`config.mk`:
```
export PLATFORM = sky130hd
export DESIGN_NAME = drpis_seq
export DESIGN_NICKNAME = d
export VERILOG_FILES = /design/src/pkg/drpis_pkg.sv /design/src/verilog/drpis_sync.sv /design/src/verilog/drpis_seq.sv
export SDC_FILE = /design/constraint.sdc
export NUM_CORES = 1
export LEC_CHECK = 0
export BUFFER_PORTS_ARGS = -buffer_cell sky130_fd_sc_hd__clkbuf_2
export CELL_PAD_IN_SITES_DETAIL_PLACEMENT = 1
export CELL_PAD_IN_SITES_GLOBAL_PLACEMENT = 1
export CORE_AREA = 2 2 68 76
export CTS_BUF_LIST = sky130_fd_sc_hd__clkbuf_4 sky130_fd_sc_hd__clkbuf_8 sky130_fd_sc_hd__clkbuf_16
export CTS_CLUSTER_SIZE = 20
export DETAILED_ROUTE_END_ITERATION = 16
export DIE_AREA = 0 0 70 78
export PLACE_DENSITY = 0.84
export SETUP_SLACK_MARGIN = 0.5
export SYNTH_ARGS = -nofsm -noshare
export SYNTH_HDL_FRONTEND = slang
export SYNTH_HIERARCHICAL = 1
export SYNTH_SLANG_ARGS = --single-unit
```
`constraint.sdc`:
```
create_clock -name CLK_IN -period 2.58 [get_ports CLK_IN]
set_input_delay 0.516 -clock CLK_IN [delete_from_list [all_inputs] [get_ports CLK_IN]]
set_output_delay 0.516 -clock CLK_IN [all_outputs]
set_load 0.03 [all_outputs]
```
`src/pkg/drpis_pkg.sv`:
```
package drpis_pkg;

   ////////////////////////////////////////////////////////////////////////////
   // timing
   localparam int          CLK_PERIOD_NS   = 25;       // ref clock, 40 MHz
   localparam int          INIT_ENTRY_CLKS = 1024;     // low clocks before pll init mode
   localparam int          INIT_LEN_CLKS   = 1024;     // length of pll init phase
   localparam int          LOCK_TIME_NS    = 100000;   // pll lock interval, 100 us
   // least time, so round up to whole cycles
   localparam int          LOCK_CYC        = (LOCK_TIME_NS + CLK_PERIOD_NS - 1) / CLK_PERIOD_NS;
   localparam logic [11:0] ENTRY_LAST      = 12'(INIT_ENTRY_CLKS - 1);
   localparam logic [11:0] INIT_LAST       = 12'(INIT_LEN_CLKS - 1);
   localparam logic [11:0] LOCK_LAST       = 12'(LOCK_CYC - 1);

   ////////////////////////////////////////////////////////////////////////////
   // boot selection, high pin then low pin
   localparam logic [1:0]  BOOT_NONE       = 2'h0;
   localparam logic [1:0]  BOOT_HOST       = 2'h1;
   localparam logic [1:0]  BOOT_BAD        = 2'h2;
   localparam logic [1:0]  BOOT_SELF       = 2'h3;
   localparam logic [15:0] RESET_ENTRY     = 16'h0200;
   localparam logic [2:0]  MULT_RST        = 3'h0;     // ratio x1 until first init

   ////////////////////////////////////////////////////////////////////////////
   // types
   typedef enum logic [2:0] {
      ST_COUNT, ST_PLLINIT, ST_LOCK, ST_HELD, ST_BOOTSEL, ST_BOOT, ST_EXEC, ST_BADSEL
   } drpis_state_t;

   typedef struct packed {
      logic       dev_rst_n;
      logic       boot_sel_hi;
      logic       boot_sel_lo;
      logic [2:0] mult_sel;
   } drpis_pins_t;

   typedef struct packed {
      drpis_state_t st;
      logic [11:0]  cnt;
      logic [2:0]   mult;
      logic [1:0]   mode;
      logic         boot_start;
      logic         boot_err;
      logic         core_rst_n;
      logic         clk_en;
      logic         pll_init;
      logic         mem_undef;
      logic         fetch_en;
   } drpis_regs_t;

   localparam drpis_regs_t REGS_RST = '{st: ST_COUNT, cnt: 12'h000, mult: MULT_RST, mode: BOOT_NONE,
                                        boot_start: 1'b0, boot_err: 1'b0, core_rst_n: 1'b0,
                                        clk_en: 1'b1, pll_init: 1'b0, mem_undef: 1'b0,
                                        fetch_en: 1'b0};

endpackage

```
`src/verilog/drpis_sync.sv`:
```
`timescale 1ns/1ps
// two-flop synchroniser for pin inputs
module drpis_sync #(
   parameter int W = 6
) (
   // clock and reset
   input  wire logic         clk_in,
   input  wire logic         nrst_in,
   // data
   input  wire logic [W-1:0] d_in,
   output logic      [W-1:0] q_out
);
   logic [W-1:0] meta_r;

   // first stage feeds only the second
   always_ff @(posedge clk_in or negedge nrst_in) begin
      if (!nrst_in) begin
         meta_r <= '0;
         q_out  <= '0;
      end else begin
         meta_r <= d_in;
         q_out  <= meta_r;
      end
   end
endmodule

```
`src/verilog/drpis_seq.sv`:
```
`timescale 1ns/1ps
module drpis_seq (
   // clock and reset
   input  wire logic        CLK_IN,
   input  wire logic        NRST_IN,
   // device pins
   input  wire logic        DEV_RST_N_IN,
   input  wire logic        BOOT_SEL_HI_IN,
   input  wire logic        BOOT_SEL_LO_IN,
   input  wire logic [2:0]  MULT_SEL_IN,
   // boot engine, same clock
   input  wire logic        BOOT_DONE_IN,
   output logic             BOOT_START_OUT,
   output logic      [1:0]  BOOT_MODE_OUT,
   output logic             BOOT_ERR_OUT,
   // core control
   output logic             CORE_RST_N_OUT,
   output logic             SYS_CLK_EN_OUT,
   output logic      [2:0]  PLL_MULT_OUT,
   output logic             PLL_INIT_OUT,
   output logic             MEM_UNDEF_OUT,
   output logic             FETCH_EN_OUT,
   output logic      [15:0] FETCH_ADDR_OUT
);

   ////////////////////////////////////////////////////////////////////////////
   // pin synchronisation
   drpis_pkg::drpis_pins_t pins_raw;
   drpis_pkg::drpis_pins_t pins_s;
   drpis_pkg::drpis_regs_t regs_r;
   drpis_pkg::drpis_regs_t regs_nxt;
   logic                   rst_high;
   logic [1:0]             sel;

   assign pins_raw = '{dev_rst_n: DEV_RST_N_IN, boot_sel_hi: BOOT_SEL_HI_IN,
                       boot_sel_lo: BOOT_SEL_LO_IN, mult_sel: MULT_SEL_IN};

   drpis_sync #(.W($bits(drpis_pkg::drpis_pins_t))) u_drpis_sync (
      .clk_in  (CLK_IN),
      .nrst_in (NRST_IN),
      .d_in    (pins_raw),
      .q_out   (pins_s)
   );

   assign rst_high = pins_s.dev_rst_n;
   assign sel      = {pins_s.boot_sel_hi, pins_s.boot_sel_lo};

   ////////////////////////////////////////////////////////////////////////////
   // state decode helpers
   // core leaves reset only once the pin is released
   function automatic logic core_running(input drpis_pkg::drpis_state_t s);
      core_running = (s == drpis_pkg::ST_BOOTSEL) || (s == drpis_pkg::ST_BOOT) ||
                     (s == drpis_pkg::ST_EXEC) || (s == drpis_pkg::ST_BADSEL);
   endfunction

   // pll output not yet trustworthy
   function automatic logic pll_unstable(input drpis_pkg::drpis_state_t s);
      pll_unstable = (s == drpis_pkg::ST_PLLINIT) || (s == drpis_pkg::ST_LOCK);
   endfunction

   ////////////////////////////////////////////////////////////////////////////
   // next state
   always_comb begin
      regs_nxt            = regs_r;
      regs_nxt.boot_start = 1'b0;
      case (regs_r.st)
         drpis_pkg::ST_COUNT: begin
            if (rst_high) begin
               // early release: ordinary reset, multiplier untouched
               regs_nxt.st  = drpis_pkg::ST_BOOTSEL;
               regs_nxt.cnt = 12'h000;
            end else if (regs_r.cnt == drpis_pkg::ENTRY_LAST) begin
               regs_nxt.st        = drpis_pkg::ST_PLLINIT;
               regs_nxt.cnt       = 12'h000;
               regs_nxt.mult      = pins_s.mult_sel;
               regs_nxt.mem_undef = 1'b1;
            end else begin
               regs_nxt.cnt = regs_r.cnt + 12'h001;
            end
         end
         // pin is ignored here: releasing now is the controller's fault
         drpis_pkg::ST_PLLINIT: begin
            if (regs_r.cnt == drpis_pkg::INIT_LAST) begin
               regs_nxt.st  = drpis_pkg::ST_LOCK;
               regs_nxt.cnt = 12'h000;
            end else begin
               regs_nxt.cnt = regs_r.cnt + 12'h001;
            end
         end
         drpis_pkg::ST_LOCK: begin
            if (regs_r.cnt == drpis_pkg::LOCK_LAST) begin
               regs_nxt.st  = drpis_pkg::ST_HELD;
               regs_nxt.cnt = 12'h000;
            end else begin
               regs_nxt.cnt = regs_r.cnt + 12'h001;
            end
         end
         drpis_pkg::ST_HELD: begin
            if (rst_high) begin
               regs_nxt.st = drpis_pkg::ST_BOOTSEL;
            end
         end
         // pins sampled two clocks after release, inside the stable window
         drpis_pkg::ST_BOOTSEL: begin
            regs_nxt.mode     = sel;
            regs_nxt.boot_err = 1'b0;
            case (sel)
               drpis_pkg::BOOT_NONE: begin
                  regs_nxt.st       = drpis_pkg::ST_EXEC;
                  regs_nxt.fetch_en = 1'b1;
               end
               drpis_pkg::BOOT_BAD: begin
                  regs_nxt.st       = drpis_pkg::ST_BADSEL;
                  regs_nxt.boot_err = 1'b1;
               end
               default: begin
                  regs_nxt.st         = drpis_pkg::ST_BOOT;
                  regs_nxt.boot_start = 1'b1;
               end
            endcase
         end
         drpis_pkg::ST_BOOT: begin
            if (BOOT_DONE_IN) begin
               regs_nxt.st        = drpis_pkg::ST_EXEC;
               regs_nxt.fetch_en  = 1'b1;
               regs_nxt.mem_undef = 1'b0;
            end
         end
         drpis_pkg::ST_EXEC: begin
            regs_nxt.fetch_en = 1'b1;
         end
         drpis_pkg::ST_BADSEL: begin
            regs_nxt.fetch_en = 1'b0;
         end
         default: begin
            regs_nxt.st = drpis_pkg::ST_COUNT;
         end
      endcase
      // a low pin after release restarts the reset count
      if (!rst_high && core_running(regs_r.st)) begin
         regs_nxt.st         = drpis_pkg::ST_COUNT;
         regs_nxt.cnt        = 12'h000;
         regs_nxt.fetch_en   = 1'b0;
         regs_nxt.boot_start = 1'b0;
      end
      regs_nxt.core_rst_n = core_running(regs_nxt.st);
      regs_nxt.clk_en     = !pll_unstable(regs_nxt.st);
      regs_nxt.pll_init   = (regs_nxt.st == drpis_pkg::ST_PLLINIT);
   end

   ////////////////////////////////////////////////////////////////////////////
   // state register
   always_ff @(posedge CLK_IN or negedge NRST_IN) begin
      if (!NRST_IN) begin
         regs_r <= drpis_pkg::REGS_RST;
      end else begin
         regs_r <= regs_nxt;
      end
   end

   // outputs straight from the state register, fetch address from RESET_ENTRY
   assign BOOT_START_OUT = regs_r.boot_start;
   assign BOOT_MODE_OUT  = regs_r.mode;
   assign BOOT_ERR_OUT   = regs_r.boot_err;
   assign CORE_RST_N_OUT = regs_r.core_rst_n;
   assign SYS_CLK_EN_OUT = regs_r.clk_en;
   assign PLL_MULT_OUT   = regs_r.mult;
   assign PLL_INIT_OUT   = regs_r.pll_init;
   assign MEM_UNDEF_OUT  = regs_r.mem_undef;
   assign FETCH_EN_OUT   = regs_r.fetch_en;
   assign FETCH_ADDR_OUT = drpis_pkg::RESET_ENTRY;
endmodule

```
==> flow_metrics.tcl, run 1 <==
set metrics [dict create \
    netlist_area_sq_mm 0.00191 \
    synth_most_common_cell "dfrtp_1" \
    critPathMaxFanout 4 \
    grt-ovfl-total 0 \
    nets 216 \
    min_to "u_drpis_sync/meta_r[1]" \
    hold_buffers 0 \
    setup-tns-final_ns 0 \
    power.density_mw_per_mm2 939 \
    dp.final_hpwl_mm 2.77 \
    port_buffers 20 \
    grt_setup_unrepaired "false" \
    synth_top_flop_cell "dfrtp_1" \
    finalHoldViolations 0 \
    rows 26 \
    dp.cells 248 \
    gp_congestion 0.775 \
    dpl_cell_area_sq_mm 0.00200 \
    status "completed" \
    clk_pin_slew_ns 0.08 \
    use_met2_pct 28.8 \
    die-width_microns 70 \
    io_pins 37 \
    r2r_end "PLL_MULT_OUT[2]" \
    numCtsBuffers 5 \
    ant_nets 0 \
    first_pass_iters 4 \
    worstPathArrival_ns 2.21 \
    ir_drop_mv 0.386 \
    yosysTopAreaCell "dfrtp_1" \
    antenna_cells 0 \
    synth_commonest_cells "38 x dfrtp_1, 21 x buf_4, 17 x nand2_1" \
    wl_per_cell_microns 14.8 \
    yosysUniqueCellTypes 48 \
    busiest_layer "met2" \
    synth_area_per_cell_sq_um 10.7 \
    synth-edff-count 0 \
    r2r_setup_slack_ns 0.55 \
    root_buffer "clkbuf_8" \
    first_iter_violations 87 \
    grt_use_met1_pct 17.2 \
    tightest_slew_ns 0.923 \
    synth_top_area_share_pct 49.9 \
    max_cap_viol_count 0 \
    die_area_sq_mm 0.00546 \
    htreeDepth 2 \
    fin_crit_ns 2.03 \
    synth_seq_cells 39 \
    min_from "MULT_SEL_IN[1]" \
    slew_headroom_pct 38.5 \
    grt_pass1_wl_mm 6.76 \
    reg2reg_from "regs_r[13]" \
    synth_area_leaders "dfrtp_1 50%, buf_4 8.3%, nand2_1 3.3%, xor2_1 3.2%, o21ai_0 3.1%" \
    async_flop_share_pct 100 \
    hold_path.class "input pin to flop" \
    reg2regPathDepth 6 \
    power.leakage_uw 0.00104 \
    slew_viol_final 0 \
    fillCellCount 526 \
    layout-drive-gt1-share_pct 26.1 \
    core_area_sq_mm 0.00462 \
    syn_inst 179 \
    critPathKind "flop to flop" \
    start_util_pct 41.3 \
    routed_wl_mm 3.90 \
    finalSetupViolCount 0 \
    finClkSkew_ns 0.00718 \
    hold_path_depth 1 \
    drc 0 \
    met3_usage_pct 3.90 \
    cts_tree "built" \
    finalNonFillerCells 263 \
    crit_path_end_kind "flop" \
    grt_max_degree 40 \
    grtUsageTotal_pct 15.5 \
    cp.required_ns 2.76 \
    clock_latency_ns 0.29 \
    first_global_vias 1444 \
    final_area_sq_mm 0.00217 \
    syn_to_final_growth_pct 14.0 \
    start_kind "flop" \
    seq_area_frac_synth_pct 51.2 \
    fin_crit_sh_pct 78.6 \
    yosysWarningCount 6 \
    clock.fmax_mhz 493 \
    chipHeight_microns 78 \
    via_per_inst 5.20 \
    vias 1368 \
    clockBufferDepth 2 \
    clock-sinks 39 \
    antenna_found_initial 0 \
]
-- metal layers --
metal  wire length [microns]  vias to the layer above  part of all wire, %
li1                        -                      638                    -
met3                     172                        9                  4.4
met2                    2100                       35                   54
met5                       0                        -                    0
met1                    1550                      686                   40
met4                      74                        0                  1.9
-- critical path: stages, from the launching register on --
cell and delay, ns:
dfrtp_1 0.39, ha_4 0.16, nand4_4 0.11, or2_4 0.27, or4b_4 0.53, nor2_8 0.15
mux2_4 0.31
-- final cells by class --
class	count	area, sq um	share of cell area (%)
tap	56	70.1	3.22
clock inverter	3	43.8	2.01
timing repair buffer	31	183	8.40
sequential	39	978	45.0
clock buffer	5	68.8	3.16
multi-input combinational	126	820	37.7
inverter	3	11.3	0.518
-- cell usage in the layout, fill, tap and decap left out, types with 2 or more instances in the layout --
master     synthesis  final
dfrtp_1           38     37
clkbuf_2           0     20
nand2_1           17     17
conb_1             2     16
o21ai_0           12     12
nor2_1            11     11
buf_4             21     11
xor2_1             7      7
nand3_1            5      5
clkbuf_8           0      5
nor2b_1            4      4
a21oi_1            4      4
and3_1             4      4
nor3_1             3      3
nand2b_1           4      3
mux2_4             3      3
nand4_1            3      3
nand4bb_1          2      2
o31ai_1            2      2
o211ai_1           2      2
a21o_1             2      2
inv_1              2      2
mux2_2             2      2
-- worst max path at each step --
stage / slack [ns] / start / endpoint
2_1_floorplan: 0.52 / regs_r[12] / PLL_MULT_OUT[0]
5_1_grt: 0.50 / regs_r[12] / PLL_MULT_OUT[1]
3_5_place_dp: 0.41 / regs_r[12] / PLL_MULT_OUT[2]
4_1_cts: 0.49 / regs_r[12] / PLL_MULT_OUT[2]
3_3_place_gp: 0.48 / regs_r[12] / PLL_MULT_OUT[2]
6_report: 0.55 / regs_r[13] / PLL_MULT_OUT[2]
-- where the power goes --
part	switching [uW]	internal (uW)	total, uW
registers	99.3	714	813
logic	451	282	734
clock network	207	288	495
total	758	1280	2040
-- timing repair --
action	CTS	global route
endpoints found under the setup margin	4	9
pin swaps	4	2
buffers inserted	5	2
resized for setup	1	2
endpoints found under the hold margin	0	0
-- registers in the layout (all words and copies together), names as in the netlist, 2 cells and up --
signal,count
regs_r,15
u_drpis_sync/meta_r,6
u_drpis_sync/q_out,6
PLL_MULT_OUT,3
BOOT_MODE_OUT,2
-- kinds of logic after synthesis --
family,count (synthesis),share of synthesized area [%]
other,2,0.394
XOR/XNOR,8,3.67
adder cells (fa/ha/maj),1,0.656
AND/OR/NAND/NOR,61,18.3
buffers and inverters,28,9.78
flip-flops,39,51.2
AO/OA/AOI/OAI,34,11.9
multiplexers,6,4.07
-- metrics by stage --
step	utilization [%]	setup WS [ns]	hold slack, ns	total power, uW
after global placement	43.2	0.476	0.332	1480
after CTS	46.7	0.494	0.319	2040
after floorplan	-	0.521	0.220	1340
after global routing	47.1	0.497	0.322	2180
after detailed placement	43.2	0.407	0.341	1500
final	47.1	0.551	0.327	2040
Note: power is estimated with default switching activity, not from simulation.
==> inputs of run 2 (changes only) <==
--- a/config.mk
+++ b/config.mk
@@ -5,15 +5,16 @@
 export SDC_FILE = /design/constraint.sdc
 export NUM_CORES = 1
 export LEC_CHECK = 0
+export ABC_AREA = 1
 export BUFFER_PORTS_ARGS = -buffer_cell sky130_fd_sc_hd__clkbuf_2
 export CELL_PAD_IN_SITES_DETAIL_PLACEMENT = 1
 export CELL_PAD_IN_SITES_GLOBAL_PLACEMENT = 1
-export CORE_AREA = 2 2 68 76
+export CORE_AREA = 2 2 73 81
 export CTS_BUF_LIST = sky130_fd_sc_hd__clkbuf_4 sky130_fd_sc_hd__clkbuf_8 sky130_fd_sc_hd__clkbuf_16
 export CTS_CLUSTER_SIZE = 20
 export DETAILED_ROUTE_END_ITERATION = 16
-export DIE_AREA = 0 0 70 78
-export PLACE_DENSITY = 0.84
+export DIE_AREA = 0 0 75 83
+export PLACE_DENSITY = 0.81
 export SETUP_SLACK_MARGIN = 0.5
 export SYNTH_ARGS = -nofsm -noshare
 export SYNTH_HDL_FRONTEND = slang
==> constraint.sdc (replaced) <==
create_clock -name CLK_IN -period 1.79 [get_ports CLK_IN]
set_input_delay 0.358 -clock CLK_IN [delete_from_list [all_inputs] [get_ports CLK_IN]]
set_output_delay 0.358 -clock CLK_IN [all_outputs]
set_load 0.03 [all_outputs]
==> run 2 against run 1 <==
Maximum frequency up 23%. Register-to-register slack worse by 0.41 ns. Area after synthesis is 1.0% lower. Sequential share of layout area decreased by 8.0 points. Combinational power increased by 120%. Critical path type unchanged.
==> flow_metrics.tcl, run 2 <==
set metrics [dict create \
    status "completed" \
    yosysWarningCount 6 \
    finalSetupViolCount 0 \
    first_iter_violations 109 \
    first_global_vias 1705 \
    async_flop_share_pct 100 \
    reg_top3 "regs_r: 15 flops, u_drpis_sync/meta_r: 6 flops, u_drpis_sync/q_out: 6 flops" \
    synth_top_flop_cell "dfrtp_1" \
    chipHeight_microns 83 \
    hold_path.class "input pin to asynchronous set/reset pin" \
    grt_max_degree 21 \
    holdWs_ns 0.0101 \
    yosysTopAreaCell "dfrtp_1" \
    synth_seq_cells 39 \
    synth_commonest_cells "56 x nand2_1, 38 x dfrtp_1, 32 x nor2_1" \
    syn_to_final_growth_pct 41.6 \
    reg2regPathDepth 8 \
    max_cap_viol_count 0 \
    setup-tns-final_ns 0 \
    htreeDepth 2 \
    cts_tree "built" \
    clock-sinks 39 \
    synth-edff-count 0 \
    final_common_cell "nand2_1" \
    critPathCapture "regs_r[24]" \
    critPathMaxFanout 4 \
    r2r_end "regs_r[24]" \
    cp.required_ns 1.99 \
    fin_crit_ns 1.65 \
    routed_wl_mm 5.81 \
    start_util_pct 35.2 \
    power.leakage_uw 0.00129 \
    via_per_inst 4.81 \
    antenna_cells 0 \
    rows 28 \
    worstPathArrival_ns 1.85 \
    finalHoldViolations 0 \
    clk_pin_slew_ns 0.09 \
    finClkSkew_ns 0.00948 \
    slew_headroom_pct 65.8 \
    core_area_sq_mm 0.00536 \
    fin_crit_sh_pct 92.2 \
    final_area_sq_mm 0.00267 \
    largest_register_ff_count 15 \
    drc 0 \
    layout-drive-gt1-share_pct 44.4 \
    grt_pass1_wl_mm 7.90 \
    r2r_setup_slack_ns 0.14 \
    yosysUniqueCellTypes 22 \
    grtUsageTotal_pct 16.6 \
    first_pass_iters 4 \
    syn_inst 226 \
    grt_setup_unrepaired "true" \
    dpl_cell_area_sq_mm 0.00205 \
    ir_drop_mv 0.548 \
    io_pins 37 \
    startpoint "regs_r[20]" \
    hold_buffers 0 \
    numCtsBuffers 5 \
    power.density_mw_per_mm2 1330 \
    die-width_microns 75 \
    clock_latency_ns 0.30 \
    ant_nets 0 \
    grt-ovfl-total 0 \
    reg2reg_from "regs_r[20]" \
    dp.final_hpwl_mm 3.09 \
    vias 1694 \
    seq_area_frac_synth_pct 51.8 \
    netlist_area_sq_mm 0.00189 \
    start_kind "flop" \
    die_area_sq_mm 0.00623 \
    nets 286 \
    critPathKind "flop to flop" \
    tightest_slew_ns 0.513 \
    largest_register "regs_r" \
    synth_top_area_share_pct 50.4 \
    port_buffers 20 \
    wl_per_cell_microns 16.5 \
    synth_area_leaders "dfrtp_1 50%, nand2_1 11%, buf_4 8.4%, nor2_1 6.4%, inv_1 4.6%" \
    clockBufferDepth 2 \
    layout_common_cells "37 x nand2_1, 30 x dfrtp_1, 24 x buf_4" \
    synth_most_common_cell "nand2_1" \
    synth_area_per_cell_sq_um 8.35 \
    root_buffer "clkbuf_8" \
    crit_path_end_kind "flop" \
    clock.fmax_mhz 606 \
    slew_viol_final 0 \
    gp_congestion 0.835 \
    antenna_found_initial 0 \
]
run 2: cell types whose count changed after synthesis, moves of 7 or more:
cell / change
inv_1: +21
nand3_1: +10
nand2_1: +39
o21ai_0: -7
nor2_1: +21
run 2: layout make-up:
class / instances / area [sq um]
sequential: 39 / 987
timing repair buffer: 50 / 369
clock inverter: 3 / 43.8
clock buffer: 5 / 68.8
multi-input combinational: 154 / 1000
inverter: 26 / 108
tap: 75 / 93.8
fill: 625 / 2690
run 2: metal layers:
| metal | track usage [%] | part of all wire, % |
|---|---|---|
| met1 | 18.1 | 37 |
| met5 | 0 | 0 |
| met2 | 30.0 | 56 |
| met3 | 3.52 | 3.7 |
| met4 | 6.33 | 3.4 |
run 2: stage by stage:
| step | total power [uW] | util (%) | instances | setup WS, ns |
|---|---|---|---|---|
| final | 3560 | 49.8 | 352 | 0.139 |
| after global routing | 3750 | 49.8 | 352 | 0.0671 |
| after CTS | 3130 | 45.0 | 338 | 0.300 |
| after detailed placement | 2120 | 38.2 | 319 | 0.0853 |
| after global placement | 2100 | 38.2 | 319 | 0.118 |
| after floorplan | 1870 | - | 240 | 0.355 |
run 2: cells by family (layout without fill, tap and decap cells):
family	Yosys count	in the layout	share of synthesized area, %
AO/OA/AOI/OAI	14	14	4.11
XOR/XNOR	7	7	3.25
adder cells (fa/ha/maj)	1	1	0.663
buffers and inverters	47	84	13.5
flip-flops	39	39	51.8
other	2	16	0.398
AND/OR/NAND/NOR	116	116	26.3
run 2: worst min-delay path by stage:
stage / start / endpoint / slack [ns]
finish: NRST_IN / regs_r[24] / 0.01
global route: NRST_IN / MEM_UNDEF_OUT / 0.04
CTS: NRST_IN / BOOT_MODE_OUT[0] / 0.03
detailed placement: u_drpis_sync/meta_r[2] / u_drpis_sync/q_out[2] / 0.34
global placement: u_drpis_sync/meta_r[0] / u_drpis_sync/q_out[0] / 0.33
floorplan: NRST_IN / BOOT_ERR_OUT / 0.06
run 2: power by group:
part           internal [uW]  total [uW]  switching [uW]
clock                    415         762             347
sequential              1040        1210             170
combinational            567        1590            1020
total                   2020        3560            1540
run 2: worst max-delay path, cell delays in order (launching register included):
cell	delay, ns
dfrtp_1	0.45
nand2_1	0.15
nor2_4	0.23
nand3_4	0.15
nand2_4	0.11
buf_6	0.10
nand4_1	0.13
nand2_2	0.15
inv_2	0.06
run 2: timing repair:
item,CTS,global route
buffers inserted,11,14
resized for setup,45,49
setup endpoints to repair,22,26
hold endpoints to repair,0,0
pin swaps,13,21
==> inputs of run 3 (changes only) <==
--- a/config.mk
+++ b/config.mk
@@ -5,15 +5,16 @@
 export SDC_FILE = /design/constraint.sdc
 export NUM_CORES = 1
 export LEC_CHECK = 0
-export ABC_AREA = 1
+export ABC_AREA = 0
 export BUFFER_PORTS_ARGS = -buffer_cell sky130_fd_sc_hd__clkbuf_2
 export CELL_PAD_IN_SITES_DETAIL_PLACEMENT = 1
 export CELL_PAD_IN_SITES_GLOBAL_PLACEMENT = 1
-export CORE_AREA = 2 2 73 81
+export CORE_AREA = 2 2 71 80
 export CTS_BUF_LIST = sky130_fd_sc_hd__clkbuf_4 sky130_fd_sc_hd__clkbuf_8 sky130_fd_sc_hd__clkbuf_16
 export CTS_CLUSTER_SIZE = 20
 export DETAILED_ROUTE_END_ITERATION = 16
-export DIE_AREA = 0 0 75 83
+export DIE_AREA = 0 0 73 82
+export GPL_TIMING_DRIVEN = 0
 export PLACE_DENSITY = 0.81
 export SETUP_SLACK_MARGIN = 0.5
 export SYNTH_ARGS = -nofsm -noshare
==> run 3 against run 2 <==
The run now ends with negative setup slack left. Core utilization rose by 0.48 points. Clock power shrank 23%. Hold slack better by 0.16 ns. Critical path depth shrank 2. Via count down 11%. Die area shrank 3.8%.
==> flow_metrics.tcl, run 3 (synthesis gave the netlist of run 1 again) <==
set metrics [dict create \
    antenna_found_initial 0 \
    slew_headroom_pct 35.8 \
    clock.fmax_mhz 493 \
    grt_setup_unrepaired "true" \
    cp.required_ns 1.96 \
    path_delay_family "simple AND/OR/NAND/NOR gates" \
    clock-sinks 39 \
    setup_ws_ns -0.237 \
    critPathMaxStageDelay_ns 0.53 \
    io_pins 37 \
    start_kind "flop" \
    status "finished, violations left" \
    die-width_microns 73 \
    grt_use_met1_pct 16.8 \
    max_cap_viol_count 0 \
    setup-tns-final_ns -2.29 \
    finalSetupViolCount 18 \
    port_buffers 20 \
    critPathKind "flop to flop" \
    power.density_mw_per_mm2 1250 \
    busiest_layer "met2" \
    first_pass_iters 4 \
    worstPathArrival_ns 2.20 \
    dpl_worst_slack_ns -0.396 \
    syn_to_final_growth_pct 37.7 \
    tightest_slew_ns 0.962 \
    crit_path_cell_trace "ha_4 -> nand4_4 -> or2_4 -> or4b_4 -> nor2_8 -> mux2_4" \
    crit_buf_inv 0 \
    wl_per_cell_microns 14.9 \
    crit_path_end_kind "flop" \
    r2r_setup_slack_ns -0.24 \
    met3_usage_pct 4.17 \
    hold_path_depth 1 \
    finalNonFillerCells 302 \
    largest_register_ff_count 15 \
    grtUsageTotal_pct 15.7 \
    grt_pass1_wl_mm 7.14 \
    hold_path.class "input pin to flop" \
    drc 0 \
    layout_common_cells "36 x dfrtp_1, 36 x buf_4, 16 x nand2_1, 16 x conb_1, 14 x clkbuf_2" \
    reg2regPathDepth 6 \
    first_iter_violations 67 \
    grt_max_degree 40 \
    clk_pin_slew_ns 0.07 \
    die_area_sq_mm 0.00599 \
    clock_latency_ns 0.29 \
    dp.cells 273 \
    reg_top3 "regs_r: 15 flops, u_drpis_sync/meta_r: 6 flops, u_drpis_sync/q_out: 6 flops" \
    first_global_vias 1534 \
    fin_crit_sh_pct 113 \
    start_util_pct 36.5 \
    via_per_inst 4.99 \
    numCtsBuffers 5 \
    ant_nets 0 \
    chipHeight_microns 82 \
    antenna_cells 0 \
    grt-ovfl-total 0 \
    vias 1507 \
    min_from "BOOT_SEL_HI_IN" \
    power.leakage_uw 0.00126 \
    gp_congestion 0.814 \
    slew_viol_final 0 \
    layout-drive-gt1-share_pct 42.6 \
    root_buffer "clkbuf_8" \
    clockBufferDepth 2 \
    critPathMaxFanout 4 \
    routed_wl_mm 4.51 \
    use_met2_pct 28.6 \
    r2r_end "PLL_MULT_OUT[1]" \
    finalHoldViolations 0 \
    nets 251 \
    critPathSlowestCell "or4b_4" \
    dpl_cell_area_sq_mm 0.00222 \
    finClkSkew_ns 0.00539 \
    dp.final_hpwl_mm 2.92 \
    htreeDepth 2 \
    ir_drop_mv 0.419 \
    fin_crit_ns 2.03 \
    largest_register "regs_r" \
    final_area_sq_mm 0.00263 \
    core_area_sq_mm 0.00522 \
    min_to "u_drpis_sync/meta_r[4]" \
    violations "negative setup slack" \
    holdWs_ns 0.171 \
    reg2reg_from "regs_r[13]" \
    rows 28 \
    cts_tree "built" \
]
==> run 3: cell types whose count changed in the layout (fill, tap and decap cells not counted), sizes merged, moves of 6 or more <==
cell,delta
buf,+18
inv,-24
nand2,-40
nand3,-10
nor2,-20
o21ai,+6
==> run 3: worst max path at each step <==
stage                          start  slack [ns]               to  depth (start not counted)
after floorplan           regs_r[12]       -0.26  PLL_MULT_OUT[0]                          6
after global placement    regs_r[12]       -0.34  PLL_MULT_OUT[1]                          6
after detailed placement  regs_r[12]       -0.40  PLL_MULT_OUT[0]                          6
after CTS                 regs_r[13]       -0.32  PLL_MULT_OUT[0]                          6
after global routing      regs_r[13]       -0.29  PLL_MULT_OUT[1]                          6
final                     regs_r[13]       -0.24  PLL_MULT_OUT[1]                          6
==> run 3: layer usage <==
metal	wire [microns]	vias up
met5	0	-
met2	2440	36
met1	1780	748
met4	112	0
li1	-	711
met3	176	12
==> run 3: area by class of cell <==
| cell class | count | area (sq um) |
|---|---|---|
| buffer | 25 | 224 |
| clock buffer | 7 | 83.8 |
| clock inverter | 1 | 5.00 |
| fill | 583 | 2590 |
| inverter | 3 | 16.3 |
| multi-input combinational | 126 | 917 |
| sequential | 39 | 980 |
| tap | 60 | 75.1 |
| timing repair buffer | 41 | 325 |
==> run 3: what timing repair did <==
| item | in CTS | in global routing |
|---|---|---|
| endpoints found under the hold margin | 0 | 0 |
| hold buffers | 0 | 0 |
| pin swaps | 6 | 7 |
| endpoints found under the setup margin | 30 | 29 |
| gates resized for setup | 30 | 17 |
| buffers inserted | 13 | 8 |
==> run 3: through the flow <==
stage          total power, uW  utilization, %
2_1_floorplan             2030               -
3_3_place_gp              2270            42.5
3_5_place_dp              2320            42.5
4_1_cts                   3190            48.4
5_1_grt                   3490            50.3
6_report                  3280            50.3
==> run 3: where the power goes <==
group          total (uW)  switching (uW)  internal, uW
clock network         589             286           304
logic                1550             839           707
registers            1150             114          1030
